[src/sopc_regs.vh]
/*
 * Register offsets, field positions and reset values of the system
 * option and port A pin control bank.
 * Assumes byte addressing on a 32-bit AXI4-Lite bus, one word per register.
 */
`ifndef SOPC_REGS_VH
`define SOPC_REGS_VH

`define SOPC_OFS_SYS_OPT      8'h00
`define SOPC_OFS_PWR_MGMT     8'h04
`define SOPC_OFS_PULLUP       8'h08
`define SOPC_OFS_SLEW         8'h0C
`define SOPC_OFS_PERIODIC     8'h10

`define SOPC_BIT_WDOG_EN      7
`define SOPC_BIT_WDOG_LONG    6
`define SOPC_BIT_STOP_PERMIT  5
`define SOPC_BIT_SPARE        4
`define SOPC_BIT_DEBUG_PIN    1
`define SOPC_BIT_RESET_PIN    0

`define SOPC_BIT_LV_FLAG      7
`define SOPC_BIT_LV_ACK       6
`define SOPC_BIT_LV_ENABLE    2
`define SOPC_BIT_LV_RESERVED  1
`define SOPC_BIT_BANDGAP      0

`define SOPC_BIT_PER_CLKSEL   3

`define SOPC_RST_SYS_OPT      8'hD2
`define SOPC_RST_PWR_MGMT     8'h1C
`define SOPC_RST_PULLUP       8'h00
`define SOPC_RST_SLEW         8'h3F
`define SOPC_PORT_MASK        8'h3F

`define SOPC_RESP_OKAY        2'h0
`define SOPC_RESP_SLVERR      2'h2

`define SOPC_SLOW_CLK_NS      1000000
`define SOPC_CLK_NS           5

`endif

[src/sopc_period_sel.v]
/*
 * Decodes the 3-bit periodic interrupt select into a period length
 * counted in periods of the selected slow clock source.
 * Assumes the slow source runs at 1 kHz or at the 32 kHz generator rate.
 */
`timescale 1ns/1ps
`default_nettype none

module sopc_period_sel (
  // Selection
  input  wire [2:0]  select_in,
  input  wire        ext_source_in,
  // Decoded period
  output reg  [15:0] period_out,
  output wire        enable_out
);

  assign enable_out = (select_in != 3'h0);

  always @* begin
    period_out = 16'h0000;
    if (ext_source_in) begin
      case (select_in)
        3'h1:    period_out = 16'h0100;
        3'h2:    period_out = 16'h0400;
        3'h3:    period_out = 16'h0800;
        3'h4:    period_out = 16'h1000;
        3'h5:    period_out = 16'h2000;
        3'h6:    period_out = 16'h4000;
        3'h7:    period_out = 16'h8000;
        default: period_out = 16'h0000;
      endcase
    end else begin
      case (select_in)
        3'h1:    period_out = 16'h0008;
        3'h2:    period_out = 16'h0020;
        3'h3:    period_out = 16'h0040;
        3'h4:    period_out = 16'h0080;
        3'h5:    period_out = 16'h0100;
        3'h6:    period_out = 16'h0200;
        3'h7:    period_out = 16'h0400;
        default: period_out = 16'h0000;
      endcase
    end
  end

endmodule

`default_nettype wire

[src/sopc_bank.v]
/*
 * System option, power management and port A pin control register bank
 * with an AXI4-Lite slave.
 * Assumes one clock; rst_in is any reset, por_in marks a power-on reset
 * and is held together with rst_in.
 */
// Chosen here: the address map and the AXI4-Lite register port.
`timescale 1ns/1ps
`default_nettype none
`include "sopc_regs.vh"

module sopc_bank #(
  parameter integer SLOW_DIV = `SOPC_SLOW_CLK_NS / `SOPC_CLK_NS
) (
  // Clock and resets
  input  wire        clk_in,
  input  wire        rst_in,
  input  wire        por_in,
  // AXI4-Lite write address and data
  input  wire [7:0]  s_axi_awaddr_in,
  input  wire        s_axi_awvalid_in,
  output wire        s_axi_awready_out,
  input  wire [31:0] s_axi_wdata_in,
  input  wire [3:0]  s_axi_wstrb_in,
  input  wire        s_axi_wvalid_in,
  output wire        s_axi_wready_out,
  // AXI4-Lite write response
  output reg  [1:0]  s_axi_bresp_out,
  output reg         s_axi_bvalid_out,
  input  wire        s_axi_bready_in,
  // AXI4-Lite read
  input  wire [7:0]  s_axi_araddr_in,
  input  wire        s_axi_arvalid_in,
  output wire        s_axi_arready_out,
  output reg  [31:0] s_axi_rdata_out,
  output reg  [1:0]  s_axi_rresp_out,
  output reg         s_axi_rvalid_out,
  input  wire        s_axi_rready_in,
  // System events and pin state
  input  wire        low_voltage_event_in,
  input  wire        stop_exec_in,
  input  wire        ext_clk_tick_in,
  input  wire [5:0]  pin_output_in,
  input  wire [5:0]  pin_analog_in,
  // Controls to the rest of the device
  output wire        watchdog_enable_out,
  output wire        watchdog_long_timeout_out,
  output wire        stop_enter_out,
  output wire        illegal_stop_reset_out,
  output wire        debug_pin_function_out,
  output wire        reset_pin_enable_out,
  output wire        reset_pin_pullup_out,
  output wire        low_voltage_detect_enable_out,
  output wire        bandgap_enable_out,
  output wire        periodic_tick_out,
  output wire [5:0]  pin_pullup_out,
  output wire [5:0]  pin_slew_out
);

  // Register state
  reg  [7:0]  system_options_one;
  reg         sys_opt_locked;
  reg  [7:0]  power_mgmt_ctrl;
  reg         lv_enable_locked;
  reg         low_voltage_flag;
  reg  [7:0]  port_a_pullup_enable;
  reg  [7:0]  port_a_slew_enable;
  reg  [3:0]  periodic_ctrl;

  // Write channel capture
  reg  [7:0]  aw_addr;
  reg         aw_held;
  reg  [31:0] w_data;
  reg  [3:0]  w_strb;
  reg         w_held;

  // Periodic interrupt timing
  reg  [31:0] slow_div_cnt;
  reg  [15:0] period_cnt;
  reg         periodic_tick;
  wire [15:0] period_len;
  wire        period_on;
  wire        slow_tick;

  wire        wr_go;
  wire        wr_lane0;
  wire        wr_known;
  wire        rd_go;
  wire        lv_ack;
  reg  [7:0]  rd_byte;
  reg         rd_known;

  assign s_axi_awready_out = !aw_held && !s_axi_bvalid_out;
  assign s_axi_wready_out  = !w_held && !s_axi_bvalid_out;
  assign s_axi_arready_out = !s_axi_rvalid_out;

  assign wr_go    = aw_held && w_held && !s_axi_bvalid_out;
  assign wr_lane0 = wr_go && w_strb[0];
  assign wr_known = (aw_addr[7:2] <= `SOPC_OFS_PERIODIC >> 2);
  assign rd_go    = s_axi_arvalid_in && s_axi_arready_out;

  // Address and data may arrive in either order
  always @(posedge clk_in or posedge rst_in) begin
    if (rst_in) begin
      aw_addr <= 8'h00;
      aw_held <= 1'b0;
      w_data  <= 32'h0000_0000;
      w_strb  <= 4'h0;
      w_held  <= 1'b0;
    end else begin
      if (s_axi_awvalid_in && s_axi_awready_out) begin
        aw_addr <= s_axi_awaddr_in;
        aw_held <= 1'b1;
      end else if (wr_go) begin
        aw_held <= 1'b0;
      end
      if (s_axi_wvalid_in && s_axi_wready_out) begin
        w_data <= s_axi_wdata_in;
        w_strb <= s_axi_wstrb_in;
        w_held <= 1'b1;
      end else if (wr_go) begin
        w_held <= 1'b0;
      end
    end
  end

  always @(posedge clk_in or posedge rst_in) begin
    if (rst_in) begin
      s_axi_bvalid_out <= 1'b0;
      s_axi_bresp_out  <= `SOPC_RESP_OKAY;
    end else if (wr_go) begin
      s_axi_bvalid_out <= 1'b1;
      s_axi_bresp_out  <= wr_known ? `SOPC_RESP_OKAY : `SOPC_RESP_SLVERR;
    end else if (s_axi_bready_in) begin
      s_axi_bvalid_out <= 1'b0;
    end
  end

  // System options: write once, bit 0 kept across non-power-on resets
  always @(posedge clk_in or posedge rst_in) begin
    if (rst_in) begin
      system_options_one <= `SOPC_RST_SYS_OPT;
      sys_opt_locked     <= 1'b0;
    end else if (wr_lane0 && aw_addr == `SOPC_OFS_SYS_OPT && !sys_opt_locked) begin
      system_options_one <= w_data[7:0] & 8'hF3;
      sys_opt_locked     <= 1'b1;
    end
  end

  // Reset pin enable survives every reset but power-on
  reg reset_pin_enable;
  always @(posedge clk_in or posedge por_in) begin
    if (por_in) begin
      reset_pin_enable <= 1'b0;
    end else if (rst_in) begin
      reset_pin_enable <= reset_pin_enable;
    end else if (wr_lane0 && aw_addr == `SOPC_OFS_SYS_OPT && !sys_opt_locked) begin
      reset_pin_enable <= w_data[`SOPC_BIT_RESET_PIN];
    end
  end

  assign lv_ack = wr_lane0 && aw_addr == `SOPC_OFS_PWR_MGMT && w_data[`SOPC_BIT_LV_ACK];

  // Power management control; detect enable is write once
  always @(posedge clk_in or posedge rst_in) begin
    if (rst_in) begin
      power_mgmt_ctrl  <= `SOPC_RST_PWR_MGMT;
      lv_enable_locked <= 1'b0;
    end else if (wr_lane0 && aw_addr == `SOPC_OFS_PWR_MGMT) begin
      power_mgmt_ctrl[5:3] <= w_data[5:3];
      power_mgmt_ctrl[`SOPC_BIT_BANDGAP] <= w_data[`SOPC_BIT_BANDGAP];
      power_mgmt_ctrl[`SOPC_BIT_LV_RESERVED] <= 1'b0;
      if (!lv_enable_locked) begin
        power_mgmt_ctrl[`SOPC_BIT_LV_ENABLE] <= w_data[`SOPC_BIT_LV_ENABLE];
        lv_enable_locked <= 1'b1;
      end
    end
  end

  // Event beats acknowledge in the same cycle
  always @(posedge clk_in or posedge rst_in) begin
    if (rst_in) begin
      low_voltage_flag <= 1'b0;
    end else if (low_voltage_event_in && power_mgmt_ctrl[`SOPC_BIT_LV_ENABLE]) begin
      low_voltage_flag <= 1'b1;
    end else if (lv_ack) begin
      low_voltage_flag <= 1'b0;
    end
  end

  // Pin control and periodic interrupt select registers
  always @(posedge clk_in or posedge rst_in) begin
    if (rst_in) begin
      port_a_pullup_enable <= `SOPC_RST_PULLUP;
      port_a_slew_enable   <= `SOPC_RST_SLEW;
      periodic_ctrl        <= 4'h0;
    end else if (wr_lane0) begin
      if (aw_addr == `SOPC_OFS_PULLUP)
        port_a_pullup_enable <= w_data[7:0] & `SOPC_PORT_MASK;
      if (aw_addr == `SOPC_OFS_SLEW)
        port_a_slew_enable <= w_data[7:0] & `SOPC_PORT_MASK;
      if (aw_addr == `SOPC_OFS_PERIODIC)
        periodic_ctrl <= w_data[3:0];
    end
  end

  // Read path
  always @* begin
    rd_byte  = 8'h00;
    rd_known = 1'b1;
    case (s_axi_araddr_in)
      `SOPC_OFS_SYS_OPT: begin
        rd_byte = system_options_one;
        rd_byte[`SOPC_BIT_RESET_PIN] = reset_pin_enable;
      end
      `SOPC_OFS_PWR_MGMT: begin
        rd_byte = power_mgmt_ctrl;
        rd_byte[`SOPC_BIT_LV_FLAG] = low_voltage_flag;
        rd_byte[`SOPC_BIT_LV_ACK]  = 1'b0;
      end
      `SOPC_OFS_PULLUP:   rd_byte = port_a_pullup_enable;
      `SOPC_OFS_SLEW:     rd_byte = port_a_slew_enable;
      `SOPC_OFS_PERIODIC: rd_byte = {4'h0, periodic_ctrl};
      default:            rd_known = 1'b0;
    endcase
  end

  always @(posedge clk_in or posedge rst_in) begin
    if (rst_in) begin
      s_axi_rvalid_out <= 1'b0;
      s_axi_rdata_out  <= 32'h0000_0000;
      s_axi_rresp_out  <= `SOPC_RESP_OKAY;
    end else if (rd_go) begin
      s_axi_rvalid_out <= 1'b1;
      s_axi_rdata_out  <= {24'h00_0000, rd_byte};
      s_axi_rresp_out  <= rd_known ? `SOPC_RESP_OKAY : `SOPC_RESP_SLVERR;
    end else if (s_axi_rready_in) begin
      s_axi_rvalid_out <= 1'b0;
    end
  end

  // Periodic interrupt timer
  sopc_period_sel u_period_sel (
    .select_in     (periodic_ctrl[2:0]),
    .ext_source_in (periodic_ctrl[`SOPC_BIT_PER_CLKSEL]),
    .period_out    (period_len),
    .enable_out    (period_on)
  );

  // Free-running 1 kHz prescaler is not restarted on selection
  always @(posedge clk_in or posedge rst_in) begin
    if (rst_in) begin
      slow_div_cnt <= 32'h0000_0000;
    end else if (slow_div_cnt == SLOW_DIV - 1) begin
      slow_div_cnt <= 32'h0000_0000;
    end else begin
      slow_div_cnt <= slow_div_cnt + 32'h0000_0001;
    end
  end

  assign slow_tick = periodic_ctrl[`SOPC_BIT_PER_CLKSEL] ? ext_clk_tick_in
                                                         : (slow_div_cnt == SLOW_DIV - 1);

  always @(posedge clk_in or posedge rst_in) begin
    if (rst_in) begin
      period_cnt    <= 16'h0000;
      periodic_tick <= 1'b0;
    end else if (!period_on) begin
      period_cnt    <= 16'h0000;
      periodic_tick <= 1'b0;
    end else if (slow_tick) begin
      periodic_tick <= (period_cnt == period_len - 16'h0001);
      period_cnt    <= (period_cnt == period_len - 16'h0001) ? 16'h0000
                                                             : period_cnt + 16'h0001;
    end else begin
      periodic_tick <= 1'b0;
    end
  end

  // Control outputs
  assign watchdog_enable_out       = system_options_one[`SOPC_BIT_WDOG_EN];
  assign watchdog_long_timeout_out = system_options_one[`SOPC_BIT_WDOG_LONG];
  assign stop_enter_out         = stop_exec_in && system_options_one[`SOPC_BIT_STOP_PERMIT];
  assign illegal_stop_reset_out = stop_exec_in && !system_options_one[`SOPC_BIT_STOP_PERMIT];
  assign debug_pin_function_out = system_options_one[`SOPC_BIT_DEBUG_PIN];
  assign reset_pin_enable_out   = reset_pin_enable;
  assign reset_pin_pullup_out   = reset_pin_enable;
  assign low_voltage_detect_enable_out = power_mgmt_ctrl[`SOPC_BIT_LV_ENABLE];
  assign bandgap_enable_out     = power_mgmt_ctrl[`SOPC_BIT_BANDGAP];
  assign periodic_tick_out      = periodic_tick;

  // Pullup off for outputs, analog use, and output-only pin 4
  assign pin_pullup_out = port_a_pullup_enable[5:0] & ~pin_output_in & ~pin_analog_in
                          & 6'h2F;
  // Slew only on driven outputs, never on input-only pin 5
  assign pin_slew_out   = port_a_slew_enable[5:0] & pin_output_in & 6'h1F;

endmodule

`default_nettype wire

[config.mk]
export PLATFORM = sky130hd
export DESIGN_NAME = sopc_bank
export DESIGN_NICKNAME = d
export VERILOG_FILES = /design/src/sopc_period_sel.v /design/src/sopc_bank.v
export VERILOG_INCLUDE_DIRS = /design/src
export SDC_FILE = /design/constraint.sdc
export NUM_CORES = 1
export LEC_CHECK = 0
export BUFFER_PORTS_ARGS = -buffer_cell sky130_fd_sc_hd__buf_4
export CAP_MARGIN = 15
export CORE_MARGIN = 8
export CORE_UTILIZATION = 50
export CTS_CLUSTER_SIZE = 20
export DETAILED_ROUTE_END_ITERATION = 16
export GPL_TIMING_DRIVEN = 0
export PLACE_DENSITY = 0.75
export SLEW_MARGIN = 20
export SYNTH_ARGS = -nofsm -noshare
export SYNTH_HDL_FRONTEND = slang
export SYNTH_HIERARCHICAL = 1
export SYNTH_SLANG_ARGS = --single-unit
[constraint.sdc]
create_clock -name clk_in -period 6 [get_ports clk_in]
set_clock_uncertainty 0.05 [all_clocks]
set_input_delay 1.8 -clock clk_in [delete_from_list [all_inputs] [get_ports clk_in]]
set_output_delay 1.8 -clock clk_in [all_outputs]
set_load 0.005 [all_outputs]
-- Word-level counts from Yosys, hierarchy flattened
Cells that the tools add are included.
- word-level logic and storage cells: 110
- output and inout port bits: 63
- input port bits: 75
- flip-flop bits (word level): 113
- equal/unequal tests: 18
- reduce and logical (&&, ||, !) cells: 35
- mux-type cells: 23
- bitwise logic cells: 7
- order comparisons: 1
- $add $sub $neg: 3
- operators with widths (operator ; count):
    $pmux W16 S7 ; 1
    $pmux W11 S7 ; 1
    $mux W16 ; 4
    $pmux W8 S5 ; 1
    $add A32 B1 Y32 const B ; 1
    $eq A32 B18 Y1 const B ; 1
    $eq A8 B4 Y1 const B ; 4
    $mux W32 ; 1
    $add A16 B1 Y16 const B ; 1
    $eq A16 B16 Y1 ; 1
    $eq A8 B3 Y1 const B ; 2
    $eq A8 B5 Y1 const B ; 2
    $logic_not A8 Y1 ; 2
    $sub A16 B1 Y16 const B ; 1
    $logic_and A1 B1 Y1 ; 15
    $mux W1 ; 13
    $and A6 B6 Y6 ; 2
    $eq A3 B3 Y1 const B ; 4
    $not A6 Y6 ; 2
    $reduce_and A2 Y1 ; 5
    $reduce_bool A2 Y1 ; 5
    $eq A3 B2 Y1 const B ; 2
    $le A6 B3 Y1 const B ; 1
    $logic_not A1 Y1 ; 6
    7 further kinds ; 9

-- Depth between registers and ports, before layout
Gate-level depths: netlist of run 1.
- depth in word-level cells: 8
- gate-level depth with buffers: 10
- gate-level depth less buffers: 9

-- Hierarchy
Netlist of run 1, hierarchy kept.
- by module, submodules not included (module ; seq. area each (um2) ; cells an instance ; instances ; area an instance (um2)):
    sopc_bank ; 2768.9 ; 566 ; 1 ; 5828.1
    sopc_period_sel ; 0.0 ; 24 ; 1 ; 132.6

-- Least setup slack after synthesis of run 1
OpenSTA, ideal clock, no wires.
- path type: input port to output port
- from: input pin_output_in[0]
- to: output pin_pullup_out[0]
- setup slack: 2.134 ns
- required time: 4.150 ns
- data arrival time: 2.016 ns
- stages on the path: 1
- cells stage by stage: nor3b_1
- word-level cells in the longest chain between the ends: 3
- ends and longest elaborated chain (item ; line ; RTL):
    start: declaration ; sopc_bank.v:43 ; input wire [5:0] pin_output_in,
    $not A6 Y6 ; sopc_bank.v:293 ; assign pin_pullup_out = port_a_pullup_enable[5:0] & ~pin_output_in & ~pin_analog_in
    $and A6 B6 Y6 (2 in a row) ; sopc_bank.v:293 ;
    end: declaration ; sopc_bank.v:56 ; output wire [5:0] pin_pullup_out,
Every way passes these cells.

-- Worst setup path after layout of run 1
Same ends and word-level chain as after synthesis.

==> impl_metrics.sql, run 1 <==
INSERT INTO impl_metrics (metric_group, metric, value, unit) VALUES
('timing', 'timing_worst_slew_pin_value', '0.961', 'ns'),
('synthesis', 'synth_mux_area_share', '9.30', '%'),
('timing', 'max-slew-margin-rel', '35.1', '%'),
('synthesis', 'simple_logic_cell_fraction_of_the_synthesized_area', '21.1', '%'),
('place', 'numPlacedInstances', '848', ''),
('critical_path', 'req_time_crit_path', '4.15', 'ns'),
('grt', 'global_route_met1_usage', '21.2', '%'),
('cells_and_area', 'fill_cells', '998', ''),
('clock_network', 'cts.repair.resized', '0', ''),
('clock_network', 'clkSinkCount', '110', ''),
('pwr', 'ir_drop', '0.251', 'mV'),
('drt', 'drt-vias-per-instance', '5.34', ''),
('place', 'gpl_wtd_cong', '0.848', ''),
('timing', 'hold_ws', '0.418', 'ns'),
('critical_path', 'rrSetupSlack', '2.23', 'ns'),
('timing', 'finalSetupViolations', '0', ''),
('pwr', 'leakagePower', '3.29', 'nW'),
('drt', 'residual_drc', '0', ''),
('grt', 'globalRouteOverflowTotal', '0', ''),
('synthesis', 'ys_dominant_reg_cell', 'dfrtp_1', ''),
('clock_network', 'postCtsSetupBuffers', '0', ''),
('clock_network', 'cts_inserted_buffers', '9', ''),
('synthesis', 'post_synth.cell_area_avg', '10.1', 'sq um'),
('cells_and_area', 'layout-drive-gt1-share', '28.5', '%'),
('timing', 'timing.setup.tns', '0', 'ns'),
('grt', 'via_count_of_the_first_global_routing_pass', '4671', ''),
('grt', 'grtUsageMet2', '29.8', '%'),
('critical_path', 'critical_path.reg2reg.endpoint', 'period_cnt[2]$_DFFE_PP0P_', ''),
('floorplan', 'die_y', '125', 'microns'),
('cells_and_area', 'fin_nets', '790', ''),
('critical_path', 'worst_r2r_startpoint', 'periodic_ctrl[0]$_DFFE_PP0P_', ''),
('grt', 'track_usage', '17.2', '%'),
('synthesis', 'synth_top_family_by_area', 'simple AND/OR/NAND/NOR gates', ''),
('synthesis', 'synth_enable_flop_cells', '0', ''),
('cells_and_area', 'diodes', '0', ''),
('critical_path', 'critical_path.max_stage_delay', '0.20', 'ns'),
('grt', 'maximum_number_of_pins_on_one_net_before_global_route_repair', '56', ''),
('clock_network', 'cts-htree-levels', '3', ''),
('critical_path', 'timing.critical_path.from_type', 'primary input', ''),
('critical_path', 'worst_ep_arrival_time', '2.25', 'ns'),
('clock_network', 'clock_path_buffers', '2', ''),
('timing', 'min_period', '4.10', 'ns'),
('floorplan', 'design.portCount', '138', ''),
('synthesis', 'count_of_warnings_emitted_by_yosys', '6', ''),
('timing', 'fmax', '244', 'MHz'),
('synthesis', 'synth.lib_cells_used.distinct', '61', ''),
('floorplan', 'die_ar', '15700', 'sq um'),
('clock_network', 'clk_pin_slew_worst_paths', '0.07', 'ns'),
('outcome', 'status', 'finished, final reports clean', ''),
('drt', 'dr.pass1.iters', '4', ''),
('drt', 'post_drt_wl_per_cell', '15.3', 'microns'),
('critical_path', 'crit_path_max_fanout', '2', ''),
('drt', 'postRouteWirelength', '13200', 'microns'),
('cells_and_area', 'layout.core_utilization', '60.7', '%'),
('synthesis', 'post_synth_fa_ha_maj_area_fraction', '0.630', '%'),
('grt', 'grt_first_pass_wirelength', '22600', 'microns'),
('pwr', 'total_power_after_layout', '1.83', 'mW'),
('critical_path', 'crit_path_start', 'pin_output_in[0]', ''),
('place', 'dpl.hpwl', '10200', 'microns'),
('cells_and_area', 'area.growth.synth_to_final', '20.3', '%'),
('drt', 'ant_nets', '0', ''),
('timing', 'fin_crit_sh', '68.3', '%'),
('synthesis', 'postSynthRegisterBits', '110', ''),
('synthesis', 'synth_compound_area_share', '8.25', '%'),
('cells_and_area', 'fin_area', '7170', 'sq um'),
('floorplan', 'core_region_area', '11800', 'sq um'),
('pwr', 'power-per-cell-area', '256', 'nW/um^2'),
('clock_network', 'cts_root_buf', 'clkbuf_16', ''),
('clock_network', 'cts_tree', 'built', ''),
('synthesis', 'synth.yosys.seq_area_share', '46.5', '%'),
('clock_network', 'insertion_delay', '0.34', 'ns');
## cell usage after synthesis, types with 12 or more instances
cell type	number	area share, %
dfrtp_1	97	41
nor2_1	56	3.5
nand2_1	50	3.1
mux2_2	43	8.1
buf_4	36	4.5
xnor2_1	31	4.6
xor2_1	23	3.4
nand3_1	22	1.8
o21ai_0	20	1.7
nor3_1	19	1.6
inv_1	15	0.94
and2_1	13	1.4
dfstp_2	13	5.7
nand4_1	12	1.3
## state kept, by name (all words and copies together) (netlist names)
signal and cells:
s_axi_bresp_out 1, reset_pin_enable_out 1, s_axi_rresp_out 1, low_voltage_flag 1, aw_addr 8, s_axi_bvalid_out 1, port_a_pullup_enable 6, periodic_ctrl 4
s_axi_rvalid_out 1, low_voltage_detect_enable_out 1, aw_held 1, w_data 8, lv_enable_locked 1, period_cnt 16, port_a_slew_enable 6, sys_opt_locked 1
power_mgmt_ctrl 3, periodic_tick_out 1, s_axi_rdata_out 8, w_held 1, w_strb 1, slow_div_cnt 32, system_options_one 5, bandgap_enable_out 1
## worst max-delay path: cells and delay by family
| kind | cells | cell delay, ns |
|---|---|---|
| buffers and inverters | 2 | 0.25 |
| AND/OR/NAND/NOR | 1 | 0.20 |
## layout make-up
type                    instances  area [sq um]  area share [%]
plain buffers                  47           314            4.38
clock buffers                  10           229            3.19
clock inverters                 6          46.3           0.646
inverters                      15          61.3           0.855
multi-input cells             448          2940            41.0
flip-flops and latches        110          2770            38.6
well taps                     147           184            2.56
repair buffers                 81           628            8.76
## layout by cell type, fill, tap and decap left out, types with 3 or more instances in the layout
| cell type | n |
|---|---|
| nand4_1 | 12 |
| nor4_1 | 9 |
| clkbuf_1 | 10 |
| or4_1 | 5 |
| inv_1 | 14 |
| a221o_1 | 3 |
| xnor2_1 | 31 |
| or3_1 | 4 |
| nand3_1 | 22 |
| and2_1 | 13 |
| a21oi_1 | 5 |
| nor3b_1 | 8 |
| a22o_1 | 6 |
| mux2_2 | 43 |
| o21ai_0 | 20 |
| and3_1 | 8 |
| nand2b_1 | 11 |
| buf_4 | 116 |
| xor2_1 | 23 |
| nand3b_1 | 5 |
| nor4b_1 | 3 |
| nor2b_1 | 4 |
| mux2i_1 | 7 |
| dfrtp_1 | 97 |
| a21boi_0 | 6 |
| ha_1 | 3 |
| nand2_1 | 50 |
| a21o_1 | 4 |
| conb_1 | 32 |
| clkbuf_16 | 9 |
| o22ai_1 | 4 |
| nor2_1 | 56 |
| nor3_1 | 18 |
| dfstp_2 | 13 |
## power by group
part           switching, mW  internal (mW)  leakage, nW
Combinational          0.153          0.194         1.74
Clock                  0.269          0.285        0.134
Sequential            0.0861          0.847         1.42
## how the worst min path moves through the flow
stage | startpoint | to | slack [ns] | cells after the start
after floorplan | sys_opt_locked$_DFFE_PP0P_ | sys_opt_locked$_DFFE_PP0P_ | 0.37 | 1
after global routing | lv_enable_locked$_DFFE_PP0P_ | lv_enable_locked$_DFFE_PP0P_ | 0.44 | 1
final | sys_opt_locked$_DFFE_PP0P_ | sys_opt_locked$_DFFE_PP0P_ | 0.42 | 1
after CTS | sys_opt_locked$_DFFE_PP0P_ | sys_opt_locked$_DFFE_PP0P_ | 0.42 | 1
after detailed placement | sys_opt_locked$_DFFE_PP0P_ | sys_opt_locked$_DFFE_PP0P_ | 0.40 | 1
after global placement | sys_opt_locked$_DFFE_PP0P_ | sys_opt_locked$_DFFE_PP0P_ | 0.39 | 1
## routing by layer
| metal | vias up | part of all wire [%] | wire, microns |
|---|---|---|---|
| li1 | 2258 | - | - |
| met1 | 2249 | 44 | 5760 |
| met2 | 92 | 51 | 6740 |
| met3 | 13 | 4.4 | 588 |
| met4 | 0 | 1.0 | 137 |
| met5 | - | 0 | 0 |
## cells by family (layout without fill, tap and decap cells)
family                     Yosys count  count (layout)
AOI/OAI and AO/OA                   67              67
other                                2              32
adders and majority gates            3               3
muxes                               50              50
and+or+nand+nor                    242             242
buffers and inverters               62             159
DFF                                110             110
xor gates and xnor gates            54              54
Note: power is estimated with default switching activity, not from simulation.
==> inputs of run 2 (changes only) <==
==> constraint.sdc (replaced) <==
create_clock -name clk_in -period 3.85 [get_ports clk_in]
set_clock_uncertainty 0.05 [all_clocks]
set_input_delay 1.155 -clock clk_in [delete_from_list [all_inputs] [get_ports clk_in]]
set_output_delay 1.155 -clock clk_in [all_outputs]
set_load 0.005 [all_outputs]
==> impl_metrics.sql, run 2 (synthesized netlist as in run 1, its figures left out) <==
INSERT INTO impl_metrics (metric_group, metric, value, unit) VALUES
('timing', 'hold_ws', '0.412', 'ns'),
('outcome', 'status', 'finished, final reports clean', ''),
('grt', 'grt_first_pass_wirelength', '23000', 'microns'),
('pwr', 'leakagePower', '3.32', 'nW'),
('cells_and_area', 'top_regs', 'slow_div_cnt (32), period_cnt (16)', ''),
('cells_and_area', 'area.growth.synth_to_final', '21.3', '%'),
('clock_network', 'insertion_delay', '0.34', 'ns'),
('place', 'io_buffer_count', '80', ''),
('timing', 'finalSetupViolations', '0', ''),
('cells_and_area', 'fin_nets', '794', ''),
('drt', 'maxUsedRoutingLayer', 'met4', ''),
('critical_path', 'timing.critical_path.from_type', 'flip-flop', ''),
('critical_path', 'cp_cell_sequence', 'nand2b_1, nor3_1, or4_1, clkbuf_2, or3_1, a21o_1, a2111oi_1, nand4_1, o31ai_4, buf_4, nor2_1', ''),
('pwr', 'total_power_after_layout', '2.90', 'mW'),
('clock_network', 'cts_inserted_buffers', '9', ''),
('timing', 'fin_crit_sh', '94.7', '%'),
('critical_path', 'crit_path_max_fanout', '9', ''),
('floorplan', 'core_region_area', '11800', 'sq um'),
('cells_and_area', 'layout.cells.most_common', 'buf_4', ''),
('drt', 'postRouteWirelength', '13400', 'microns'),
('floorplan', 'die_y', '125', 'microns'),
('timing', 'timing_worst_slew_pin_value', '0.820', 'ns'),
('drt', 'met2_length', '6750', 'microns'),
('cells_and_area', 'layout-drive-gt1-share', '29.0', '%'),
('drt', 'dr.pass1.iters', '4', ''),
('pwr', 'power-per-cell-area', '402', 'nW/um^2'),
('critical_path', 'r2r_depth', '11', ''),
('floorplan', 'die_ar', '15700', 'sq um'),
('floorplan', 'std_cell_rows', '40', ''),
('grt', 'maximum_number_of_pins_on_one_net_before_global_route_repair', '31', ''),
('critical_path', 'rrSetupSlack', '0.20', 'ns'),
('timing', 'finalMaxSlewViolations', '0', ''),
('clock_network', 'cts_tree', 'built', ''),
('cells_and_area', 'largest_register', 'slow_div_cnt', ''),
('place', 'gpl_wtd_cong', '0.826', ''),
('clock_network', 'clk_pin_slew_worst_paths', '0.07', 'ns'),
('drt', 'drt-initial-drc-count', '183', ''),
('drt', 'route.layer.met1.wl', '5620', 'microns'),
('hold_path', 'worstHoldPathCells', '1', ''),
('critical_path', 'setup.worst_path.end_class', 'flip-flop', ''),
('hold_path', 'hold_path_class', 'reg2reg', ''),
('hold_path', 'holdPathEnd', 'sys_opt_locked$_DFFE_PP0P_', ''),
('critical_path', 'worst_ep_arrival_time', '3.82', 'ns'),
('clock_network', 'clkSinkCount', '110', ''),
('cells_and_area', 'layout_common_cells', 'buf_4, dfrtp_1, nor2_1', ''),
('drt', 'drt-vias-per-instance', '5.40', ''),
('grt', 'track_usage', '17.6', '%'),
('clock_network', 'cts_hold_buffers', '0', ''),
('critical_path', 'critical_path.top_delay_family', 'simple AND/OR/NAND/NOR gates', ''),
('clock_network', 'cts-htree-levels', '3', ''),
('clock_network', 'cts_root_buf', 'clkbuf_16', ''),
('critical_path', 'critical_path.max_stage_delay', '0.51', 'ns'),
('floorplan', 'dieWidth', '125', 'microns'),
('drt', 'ant_nets', '0', ''),
('cells_and_area', 'multi_input_comb_area', '2940', 'sq um'),
('floorplan', 'design.portCount', '138', ''),
('critical_path', 'req_time_crit_path', '4.03', 'ns'),
('cells_and_area', 'diodes', '0', ''),
('place', 'dpl.hpwl', '10500', 'microns'),
('pwr', 'ir_drop', '0.333', 'mV'),
('cells_and_area', 'fill_cells', '969', ''),
('timing', 'min_period', '3.65', 'ns'),
('critical_path', 'worst_r2r_startpoint', 'periodic_ctrl[0]$_DFFE_PP0P_', ''),
('grt', 'via_count_of_the_first_global_routing_pass', '4830', ''),
('drt', 'residual_drc', '0', ''),
('clock_network', 'clock_path_buffers', '2', ''),
('run', 'max_cap_viol_count', '0', ''),
('critical_path', 'worst-setup-path-type', 'reg2reg', ''),
('place', 'numPlacedInstances', '850', ''),
('timing', 'timing.setup.tns', '0', 'ns'),
('floorplan', 'initial_utilization', '50.5', '%'),
('timing', 'setup_repair_after_global_routing_missed_its_margin', 'no', ''),
('drt', 'post_drt_wl_per_cell', '15.5', 'microns'),
('drt', 'routed-via-count', '4683', ''),
('timing', 'max-slew-margin-rel', '44.6', '%'),
('critical_path', 'critical_path.reg2reg.endpoint', 'period_cnt[13]$_DFFE_PP0P_', ''),
('cells_and_area', 'stdcell_count', '868', ''),
('drt', 'met3WireLength', '767', 'microns'),
('timing', 'fmax', '274', 'MHz'),
('timing', 'hold_viol', '0', ''),
('grt', 'globalRouteOverflowTotal', '0', ''),
('cells_and_area', 'seqCellArea', '2770', 'sq um'),
('critical_path', 'critPathSlowestCell', 'or4_1', ''),
('critical_path', 'crit_buf_inv', '2', ''),
('hold_path', 'hold_start', 'sys_opt_locked$_DFFE_PP0P_', ''),
('grt', 'antenna_found_initial', '0', ''),
('cells_and_area', 'largest_reg_flops', '32', '');
-- run 2: cell count changes in the layout (fill, tap and decap cells not counted) --
cell / before / now
clkinv_4: 2 / 1
buf_16: 1 / 0
buf_4: 116 / 118
buf_12: 0 / 3
clkbuf_8: 0 / 2
dfrtp_1: 97 / 96
clkinv_2: 2 / 1
dfrtp_2: 0 / 1
inv_8: 1 / 0
clkinvlp_4: 1 / 2
-- run 2: how the worst max path moves through the flow --
stage	to	slack, ns	from	depth (start not counted)
2_1_floorplan	period_cnt[12]$_DFFE_PP0P_	0.60	periodic_ctrl[3]$_DFFE_PP0P_	10
3_3_place_gp	period_cnt[12]$_DFFE_PP0P_	0.23	periodic_ctrl[3]$_DFFE_PP0P_	10
3_5_place_dp	period_cnt[13]$_DFFE_PP0P_	0.07	periodic_ctrl[3]$_DFFE_PP0P_	10
4_1_cts	period_cnt[13]$_DFFE_PP0P_	0.02	periodic_ctrl[3]$_DFFE_PP0P_	10
5_1_grt	period_cnt[14]$_DFFE_PP0P_	0.02	periodic_ctrl[0]$_DFFE_PP0P_	11
6_report	period_cnt[13]$_DFFE_PP0P_	0.20	periodic_ctrl[0]$_DFFE_PP0P_	11
-- run 2: final cells by class --
| cell class | count | area share, % |
|---|---|---|
| inverter | 15 | 0.831 |
| clock inverter | 4 | 0.415 |
| multi-input combinational | 448 | 40.7 |
| timing repair buffer | 85 | 9.35 |
| clock buffer | 12 | 3.55 |
| sequential | 110 | 38.3 |
| buffer | 47 | 4.34 |
| tap | 147 | 2.54 |
-- run 2: stage by stage --
| step | util, % | area [sq um] | setup slack, ns |
|---|---|---|---|
| 5_1_grt | 61.2 | 7230 | 0.0217 |
| 2_1_floorplan | - | 6080 | 0.597 |
| 3_3_place_gp | 58.1 | 6860 | 0.234 |
| 3_5_place_dp | 58.6 | 6920 | 0.0677 |
| 6_report | 61.2 | 7230 | 0.202 |
| 4_1_cts | 61.0 | 7210 | 0.0232 |
-- run 2: worst register-to-register path: cells and delay by family (launching register included) --
family                 cells  cell delay (ns)
DFF                        1             0.47
AOI/OAI and AO/OA          3             0.93
and+or+nand+nor            6             1.71
buffers and inverters      2             0.37
-- run 2: metal layers --
layer / vias up / global-route usage, %
met2: 125 / 30.3
met1: 2270 / 21.1
li1: 2264 / -
met5: - / 0
met3: 24 / 3.78
met4: 0 / 6.52
-- run 2: what timing repair did --
action	4_1_cts	5_1_grt
gates resized for setup	0	1
buffers inserted	0	2
setup endpoints to repair	0	10
hold endpoints to repair	0	0
-- run 2: power breakdown --
group	leakage (nW)	total (mW)	switching, mW	internal [mW]
clock	0.139	0.890	0.412	0.477
sequential	1.42	1.46	0.137	1.32
combinational	1.76	0.557	0.243	0.314
